`src/hdl/gcd_pkg.sv`:
```
// Behaviour
// - Bytes taken with attention true are commands or addresses, not data.
// - Bytes taken with attention false go to the instrument as characters.
// - Attention, clear and remote enable lines are watched, never driven.
// - Service request, once raised, is held until the device is served or cleared.
// - End-or-identify on a data byte marks it as the last character.
// - Interface clear drops both listener and talker addressed states.
// - Remote enable going true puts the device in remote operation.
// - Universal commands act whether or not the device is addressed.
// - Local lockout code disables the front panel controls.
// - Device clear code returns the device to power-up conditions.
// - Serial poll enable enters serial poll mode; disable leaves it.
// - Addressed commands are ignored unless addressed to listen.
// - Selective device clear resets only a device addressed to listen.
// - Go-to-local while addressed to listen leaves remote mode.
// - Group execute trigger while addressed to listen starts the configured action.
// - Unlisten with attention true enters listener idle.
// - Untalk with attention true enters talker idle.
// - Listen group codes are compared with the own listen address.
// - Talk group codes equal to the own talk address make it talker.
// - Secondary group codes never change the addressing state.
// - Only the low seven data lines are decoded for commands.
// - Data characters are kept in order as an instrument command string.
// - Primary address 0 to 30; listen adds hex 20, talk adds hex 40.
// - Each byte is taken only through the interlocked handshake.
`default_nettype none
package gcd_pkg;

    // Multiline command codes, seven bits wide.
    localparam logic [6:0] GCD_GTL = 7'h01;
    localparam logic [6:0] GCD_SDC = 7'h04;
    localparam logic [6:0] GCD_GET = 7'h08;
    localparam logic [6:0] GCD_LLO = 7'h11;
    localparam logic [6:0] GCD_DCL = 7'h14;
    localparam logic [6:0] GCD_SPE = 7'h18;
    localparam logic [6:0] GCD_SPD = 7'h19;
    localparam logic [6:0] GCD_UNL = 7'h3F;
    localparam logic [6:0] GCD_UNT = 7'h5F;

    // Group bases and the mask that selects the group bits.
    localparam logic [6:0] GCD_LAG_BASE = 7'h20;
    localparam logic [6:0] GCD_TAG_BASE = 7'h40;
    localparam logic [6:0] GCD_SCG_BASE = 7'h60;
    localparam logic [6:0] GCD_GRP_MASK = 7'h60;
    localparam logic [4:0] GCD_PA_MAX   = 5'h1E;

    // Character buffer depth toward the instrument parser.
    localparam int GCD_FIFO_DEPTH = 16;

    // Acceptor handshake states, one bit apart from ready to accept to done.
    typedef enum logic [1:0] {
        GCD_HS_RDY  = 2'h0,
        GCD_HS_ACPT = 2'h1,
        GCD_HS_DONE = 2'h3
    } gcd_hs_t;

    // Bus lines after inversion to active high, plus the address switches.
    typedef struct packed {
        logic       atn;
        logic       ifc;
        logic       ren;
        logic       eoi;
        logic       dav;
        logic [7:0] dio;
        logic [4:0] pa;
    } gcd_pins_t;

    // One character for the instrument, with its end marker.
    typedef struct packed {
        logic       eoi;
        logic [7:0] chr;
    } gcd_chr_t;

    localparam int GCD_CHR_W = $bits(gcd_chr_t);

    // Complete state of the decoder.
    typedef struct packed {
        gcd_pins_t  s1;
        gcd_pins_t  s2;
        gcd_hs_t    hs;
        logic [7:0] byte_q;
        logic       eoi_q;
        logic       cmd_q;
        logic       listen;
        logic       talk;
        logic       remote;
        logic       lockout;
        logic       spoll;
        logic       ren_q;
        logic       trig;
        logic       clr;
        logic       nrfd_oe_n;
        logic       ndac_oe_n;
        logic       srq_oe_n;
    } gcd_state_t;

    localparam gcd_state_t GCD_ST_RST = '{
        hs:        GCD_HS_RDY,
        nrfd_oe_n: 1'b1,
        ndac_oe_n: 1'b1,
        srq_oe_n:  1'b1,
        default:   '0
    };

endpackage : gcd_pkg
`default_nettype wire

```
`src/hdl/gcd_decoder.sv`:
```
`timescale 1ns/10ps
`default_nettype none

// Character FIFO with a registered output stage.
module gcd_fifo #(
    parameter int W     = 9,
    parameter int DEPTH = 16
) (
    input  wire logic         clk_i,
    input  wire logic         rst_i,
    input  wire logic         in_valid_i,
    output logic              in_ready_o,
    input  wire logic [W-1:0] in_data_i,
    output logic              out_valid_o,
    input  wire logic         out_ready_i,
    output logic [W-1:0]      out_data_o
);
    localparam int AW = $clog2(DEPTH);

    typedef struct packed {
        logic [DEPTH-1:0][W-1:0] mem;
        logic [AW-1:0]           wp;
        logic [AW-1:0]           rp;
        logic [AW:0]             cnt;
        logic [W-1:0]            oreg;
        logic                    ovld;
    } gcd_fifo_st_t;

    gcd_fifo_st_t st;
    gcd_fifo_st_t nxt_st;
    logic         push;
    logic         pop;
    logic         take;

    // Pointers wrap naturally, so DEPTH must be a power of two.
    always_comb begin
        nxt_st = st;
        push   = in_valid_i && in_ready_o;
        pop    = st.ovld && out_ready_i;
        take   = (st.cnt != '0) && (!st.ovld || pop);
        if (push) begin
            nxt_st.mem[st.wp] = in_data_i;
            nxt_st.wp         = st.wp + AW'(1);
        end
        if (take) begin
            nxt_st.oreg = st.mem[st.rp];
            nxt_st.rp   = st.rp + AW'(1);
            nxt_st.ovld = 1'b1;
        end else if (pop) begin
            nxt_st.ovld = 1'b0;
        end
        nxt_st.cnt = st.cnt + {{AW{1'b0}}, push} - {{AW{1'b0}}, take};
    end

    // Synchronous reset empties the buffer.
    always_ff @(posedge clk_i) begin
        if (rst_i) begin
            st <= '0;
        end else begin
            st <= nxt_st;
        end
    end

    // Full is honest: the output register is extra room, not counted.
    assign in_ready_o  = st.cnt < (AW+1)'(DEPTH);
    assign out_valid_o = st.ovld;
    assign out_data_o  = st.oreg;

endmodule : gcd_fifo

// Command layer decoder for the instrument bus acceptor side.
module gcd_decoder
    import gcd_pkg::*;
#(
    parameter int DEPTH = gcd_pkg::GCD_FIFO_DEPTH
) (
    input  wire logic             clk_i,
    input  wire logic             rst_i,
    input  wire logic [7:0]       dio_n_i,
    input  wire logic             atn_n_i,
    input  wire logic             ifc_n_i,
    input  wire logic             ren_n_i,
    input  wire logic             eoi_n_i,
    input  wire logic             dav_n_i,
    input  wire logic [4:0]       pa_i,
    input  wire logic             svc_req_i,
    output logic                  nrfd_out_o,
    output logic                  nrfd_oe_n_o,
    output logic                  ndac_out_o,
    output logic                  ndac_oe_n_o,
    output logic                  srq_out_o,
    output logic                  srq_oe_n_o,
    output var gcd_pkg::gcd_chr_t chr_o,
    output logic                  chr_valid_o,
    input  wire logic             chr_ready_i,
    output logic                  listen_o,
    output logic                  talk_o,
    output logic                  remote_o,
    output logic                  lockout_o,
    output logic                  spoll_o,
    output logic                  trigger_o,
    output logic                  dev_clear_o
);
    import gcd_pkg::*;

    gcd_state_t st;
    gcd_state_t nxt_st;
    gcd_pins_t  pins;
    gcd_chr_t   push_chr;
    logic       push;
    logic       fifo_rdy;
    logic [6:0] code;

    // Compares a command with the own address in one group.
    function automatic logic own_adr(input logic [6:0] c,
                                     input logic [6:0] base,
                                     input logic [4:0] pa);
        own_adr = (pa <= GCD_PA_MAX) && (c == {base[6:5], pa});
    endfunction : own_adr

    // Bus lines are active low; invert once at the edge of the block.
    assign pins = '{
        atn: ~atn_n_i,
        ifc: ~ifc_n_i,
        ren: ~ren_n_i,
        eoi: ~eoi_n_i,
        dav: ~dav_n_i,
        dio: ~dio_n_i,
        pa:  pa_i
    };

    // The top data line is dropped for every command decision.
    assign code     = st.byte_q[6:0];
    assign push_chr = '{eoi: st.eoi_q, chr: st.byte_q};

    // Next state: synchroniser, handshake, decode, then uniline overrides.
    always_comb begin
        nxt_st      = st;
        push        = 1'b0;
        nxt_st.s1   = pins;
        nxt_st.s2   = st.s1;
        nxt_st.trig = 1'b0;
        nxt_st.clr  = 1'b0;
        case (st.hs)
            GCD_HS_RDY: begin
                if (!st.s2.atn && !st.listen) begin
                    // Not a listener: stay out of the data handshake.
                    nxt_st.nrfd_oe_n = 1'b1;
                    nxt_st.ndac_oe_n = 1'b1;
                end else if (st.s2.dav && st.nrfd_oe_n
                             && !st.ndac_oe_n) begin
                    nxt_st.byte_q    = st.s2.dio;
                    nxt_st.eoi_q     = st.s2.eoi;
                    nxt_st.cmd_q     = st.s2.atn;
                    nxt_st.nrfd_oe_n = 1'b0;
                    nxt_st.hs        = GCD_HS_ACPT;
                end else begin
                    // Ready is withheld while the character buffer is full.
                    nxt_st.ndac_oe_n = 1'b0;
                    nxt_st.nrfd_oe_n = fifo_rdy && !st.s2.dav;
                end
            end
            GCD_HS_ACPT: begin
                if (!st.cmd_q) begin
                    push = st.listen;
                end else if (code == GCD_UNL) begin
                    nxt_st.listen = 1'b0;
                end else if (code == GCD_UNT) begin
                    nxt_st.talk = 1'b0;
                end else if ((code & GCD_GRP_MASK) == GCD_LAG_BASE) begin
                    if (own_adr(code, GCD_LAG_BASE, st.s2.pa)) begin
                        nxt_st.listen = 1'b1;
                    end
                end else if ((code & GCD_GRP_MASK) == GCD_TAG_BASE) begin
                    // Another device's talk address retires this talker.
                    nxt_st.talk = own_adr(code, GCD_TAG_BASE,
                                          st.s2.pa);
                end else if ((code & GCD_GRP_MASK) == GCD_SCG_BASE) begin
                    nxt_st.listen = st.listen;
                end else begin
                    case (code)
                        GCD_LLO: nxt_st.lockout = 1'b1;
                        GCD_DCL: nxt_st.clr     = 1'b1;
                        GCD_SPE: nxt_st.spoll   = 1'b1;
                        GCD_SPD: nxt_st.spoll   = 1'b0;
                        GCD_GTL: begin
                            if (st.listen) begin
                                nxt_st.remote = 1'b0;
                            end
                        end
                        GCD_SDC: nxt_st.clr  = st.listen;
                        GCD_GET: nxt_st.trig = st.listen;
                        default: nxt_st.clr  = 1'b0;
                    endcase
                end
                nxt_st.ndac_oe_n = 1'b1;
                nxt_st.hs        = GCD_HS_DONE;
            end
            GCD_HS_DONE: begin
                if (!st.s2.dav) begin
                    nxt_st.ndac_oe_n = 1'b0;
                    nxt_st.hs        = GCD_HS_RDY;
                end
            end
            default: begin
                nxt_st.hs = GCD_HS_RDY;
            end
        endcase

        // Remote follows the rising edge of the watched enable line.
        nxt_st.ren_q = st.s2.ren;
        if (st.s2.ren && !st.ren_q) begin
            nxt_st.remote = 1'b1;
        end
        if (!st.s2.ren) begin
            nxt_st.remote  = 1'b0;
            nxt_st.lockout = 1'b0;
        end

        // Interface clear wins over any address byte in the same cycle.
        if (st.s2.ifc) begin
            nxt_st.listen = 1'b0;
            nxt_st.talk   = 1'b0;
        end

        // Being polled as talker counts as served; a new request wins.
        if (st.spoll && st.talk) begin
            nxt_st.srq_oe_n = 1'b1;
        end
        if (st.clr) begin
            nxt_st.srq_oe_n = 1'b1;
        end
        if (svc_req_i) begin
            nxt_st.srq_oe_n = 1'b0;
        end
    end

    // One register holds the whole decoder state.
    always_ff @(posedge clk_i) begin
        if (rst_i) begin
            st <= GCD_ST_RST;
        end else begin
            st <= nxt_st;
        end
    end

    // Characters wait here until the instrument parser takes them.
    gcd_fifo #(
        .W     (GCD_CHR_W),
        .DEPTH (DEPTH)
    ) u_fifo (
        .clk_i       (clk_i),
        .rst_i       (rst_i),
        .in_valid_i  (push),
        .in_ready_o  (fifo_rdy),
        .in_data_i   (push_chr),
        .out_valid_o (chr_valid_o),
        .out_ready_i (chr_ready_i),
        .out_data_o  (chr_o)
    );

    // Open-drain lines only ever pull low; the enable decides.
    assign nrfd_out_o  = 1'b0;
    assign ndac_out_o  = 1'b0;
    assign srq_out_o   = 1'b0;
    assign nrfd_oe_n_o = st.nrfd_oe_n;
    assign ndac_oe_n_o = st.ndac_oe_n;
    assign srq_oe_n_o  = st.srq_oe_n;
    assign listen_o    = st.listen;
    assign talk_o      = st.talk;
    assign remote_o    = st.remote;
    assign lockout_o   = st.lockout;
    assign spoll_o     = st.spoll;
    assign trigger_o   = st.trig;
    assign dev_clear_o = st.clr;

    logic acpt_cmd;
    assign acpt_cmd = (st.hs == GCD_HS_ACPT) && st.cmd_q && !st.s2.ifc;
endmodule : gcd_decoder
`default_nettype wire

```
`config.mk`:
```
export PLATFORM = sky130hd
export DESIGN_NAME = gcd_decoder
export DESIGN_NICKNAME = d
export VERILOG_FILES = /design/src/hdl/gcd_pkg.sv /design/src/hdl/gcd_decoder.sv
export SDC_FILE = /design/constraint.sdc
export NUM_CORES = 1
export LEC_CHECK = 0
export ABC_AREA = 1
export BUFFER_PORTS_ARGS = -buffer_cell sky130_fd_sc_hd__buf_2
export CORE_UTILIZATION = 40
export DETAILED_ROUTE_END_ITERATION = 7
export RECOVER_POWER = 100
export SYNTH_ARGS = -nofsm -noshare
export SYNTH_HDL_FRONTEND = slang
export SYNTH_SLANG_ARGS = --single-unit
```
`constraint.sdc`:
```
create_clock -name clk_i -period 5.5 [get_ports clk_i]
set_input_delay 1.1 -clock clk_i [delete_from_list [all_inputs] [get_ports clk_i]]
set_output_delay 1.1 -clock clk_i [all_outputs]
set_load 0.02 [all_outputs]
```
==> results_dict.tcl <==
set metrics [dict create \
    post_cts_resize_count 0 \
    slew_headroom_pct -119.8 \
    cts_sinks 226 \
    powerDensity_nw_per_um2 406.6 \
    grt_usage_pct 19.58 \
    tightestPinTransition_ps 3297 \
    crit_arrival_ps 4200 \
    end_kind "flop" \
    first_iter_violations 598 \
    dp_slack_ps 2020 \
    antenna_cells 0 \
    numCtsBuffers 24 \
    violations "capacitance limit, slew limit" \
    final_hold_viol_count 0 \
    firstDrtPassIters 6 \
    die_area_um2 25500 \
    timing.critical_path.required_ps 5940 \
    htreeDepth 1 \
    cts_max_path_buffers 3 \
    wl_per_cell_um 14.66 \
    synth_most_common_cell "nand2_1" \
    rows 57 \
    synth-seq-cells 226 \
    start_util_pct 40.90 \
    die-height_um 159.7 \
    path_clk_slew_ps 60 \
    drv_slew 228 \
    clockRootBuffer "clkbuf_16" \
    critPathMaxStageDelay_ps 1490 \
    grt-ovfl-total 0 \
    maxCapViolations 4 \
    worstSetupPathType "primary input to flop" \
    area_delta_synth_final_pct 9.937 \
    routed_wl_um 24760 \
    netlist_instances 1368 \
    timing.critical_path.mode_cell "clkbuf_1" \
    coreArea_um2 24320 \
    ys_warn_count 0 \
    layout-drive-gt1-share_pct 6.740 \
    final_nets 1387 \
    synth.area.top_cells "dfxtp_1 45%, nand2_1 8.6%, a21oi_1 8.4%" \
    rsz0062_at_grt "false" \
    power_w 0.004446 \
    synth_top_cell_by_area "dfxtp_1" \
    setup_viol 0 \
    critPathMaxFanout 52 \
    grt_max_degree 76 \
    via_per_inst 4.906 \
    p_leak_nw 4.489 \
    synthArstFlopShare_pct 0 \
    yosys-top-cells-count "229 x nand2_1, 226 x dfxtp_1, 192 x inv_1, 166 x a21oi_1, 148 x o21ai_0" \
    fmaxAchievable_mhz 265.9 \
    grt_pass1_wl_um 40330 \
    final_antenna_net_count 0 \
    vias 8287 \
    final_util_pct 44.97 \
    peakVddDrop_v 0.0002328 \
    min_path_type "flop to flop" \
    die_w_um 159.7 \
    postLayoutSetupSlackWorst_ps 1739 \
    fin_crit_sh_pct 68.38 \
    cts_setup_buffers 0 \
    cts_hold_buf 0 \
    synth_area_um2 9947 \
    synth_cell_types 38 \
    place_congestion 0.8223 \
    clock_latency_ps 520 \
    io_pins 45 \
    grt_pass1_vias 7503 \
    synth_edf_count 0 \
    avgSynthCellArea_um2 7.271 \
    timing.critical_path.cells "clkbuf_1 > clkinvlp_2 > clkbuf_1 > nand2_1 > a21oi_1" \
    drc 0 \
    cts_tree "built" \
    setup_tns_ps 0 \
    hpwl_um 14740 \
    portBuffers 41 \
    outcome "finished with violations" \
    fin_worst_skew_ps 10.73 \
    synth_top_area_share_pct 45.48 \
    critPathLaunchType "primary input" \
    seq_area_frac_synth_pct 45.48 \
    synth_top_flop_cell "dfxtp_1" \
    antenna_found_initial 0 \
    fin_crit_ps 3761 \
    cpMaxStageDelayCell "clkbuf_1" \
]
-- flip-flops by register name, summed over array words and instances (netlist names), 2 cells and up --
| name | flops |
|---|---|
| st | 21 |
| u_fifo.out_data_o | 9 |
| push_chr | 2 |
| u_fifo.st | 157 |
| code | 7 |
| nxt_st | 19 |
-- through the flow --
stage          std cells  instance area [um^2]  hold WS (ps)
6_report            1689                 10940         399.1
5_1_grt             1689                 10940         414.2
4_1_cts             1689                 10980         399.4
3_5_place_dp        1647                 10140         391.6
3_3_place_gp        1647                 10140         389.4
2_1_floorplan       1370                  9955         388.3
-- logic make-up (layout without fill, tap and decap cells) --
kind of cell / Yosys count / after routing / share of synthesized area [%]
DFF: 226 / 226 / 45.48
AOI/OAI and AO/OA: 331 / 331 / 16.96
and+or+nand+nor: 492 / 492 / 22.35
xor gates and xnor gates: 8 / 8 / 0.7044
adders and majority gates: 16 / 16 / 2.088
buffers and inverters: 294 / 289 / 12.38
other: 1 / 3 / 0.03770
-- report_power, final --
group | switching [W] | internal, W
registers | 0.0000440 | 0.00171
logic | 0.000688 | 0.000295
clock network | 0.000651 | 0.00106
total | 0.00138 | 0.00306
-- per-layer routing --
layer / share of wire [%] / GRT usage (%) / vias to the layer above
met5: 0 / 0 / -
met4: 1.8 / 4.939 / 0
met3: 4.1 / 2.156 / 33
met2: 45 / 31.88 / 179
met1: 49 / 27.59 / 3751
li1: - / - / 4324
-- layout by cell type, fill, tap and decap left out, types with 5 or more instances in the layout --
| master | n |
|---|---|
| buf_2 | 20 |
| clkbuf_8 | 7 |
| nand4_1 | 5 |
| nor3_4 | 5 |
| a21oi_1 | 166 |
| nor2_1 | 88 |
| nand3_1 | 140 |
| nand2_2 | 8 |
| o21ai_0 | 155 |
| dfxtp_1 | 225 |
| nand2_1 | 229 |
| clkbuf_16 | 25 |
| ha_1 | 15 |
| clkbuf_1 | 29 |
| buf_4 | 5 |
| inv_1 | 190 |
| xnor2_1 | 5 |
-- final timing paths --
path	slack, ps	to	cells after the start	from
worst max register to register	2610	u_fifo.st[14]	13	u_fifo.st[13]
worst min register to register	400	st[34]	2	nxt_st[34]
worst min-delay path	400	st[34]	2	nxt_st[34]
worst max-delay path	1740	remote_o	5	rst_i
-- cell type report --
| type | instances | area [um^2] |
|---|---|---|
| Fill cell | 2502 | 13380 |
| Tap cell | 324 | 405.4 |
| Multi-Input combinational cell | 850 | 4192 |
| Clock inverter | 5 | 100.1 |
| Sequential cell | 226 | 4526 |
| Inverter | 198 | 744.5 |
| Clock buffer | 37 | 740.7 |
| Timing Repair Buffer | 49 | 227.7 |
-- worst max-delay path, delay by kind of cell --
kind	cells	cell delay, ps
buffers and inverters	3	2520
AND/OR/NAND/NOR	1	310
AO/OA/AOI/OAI	1	220
Note: power is estimated with default switching activity, not from simulation.
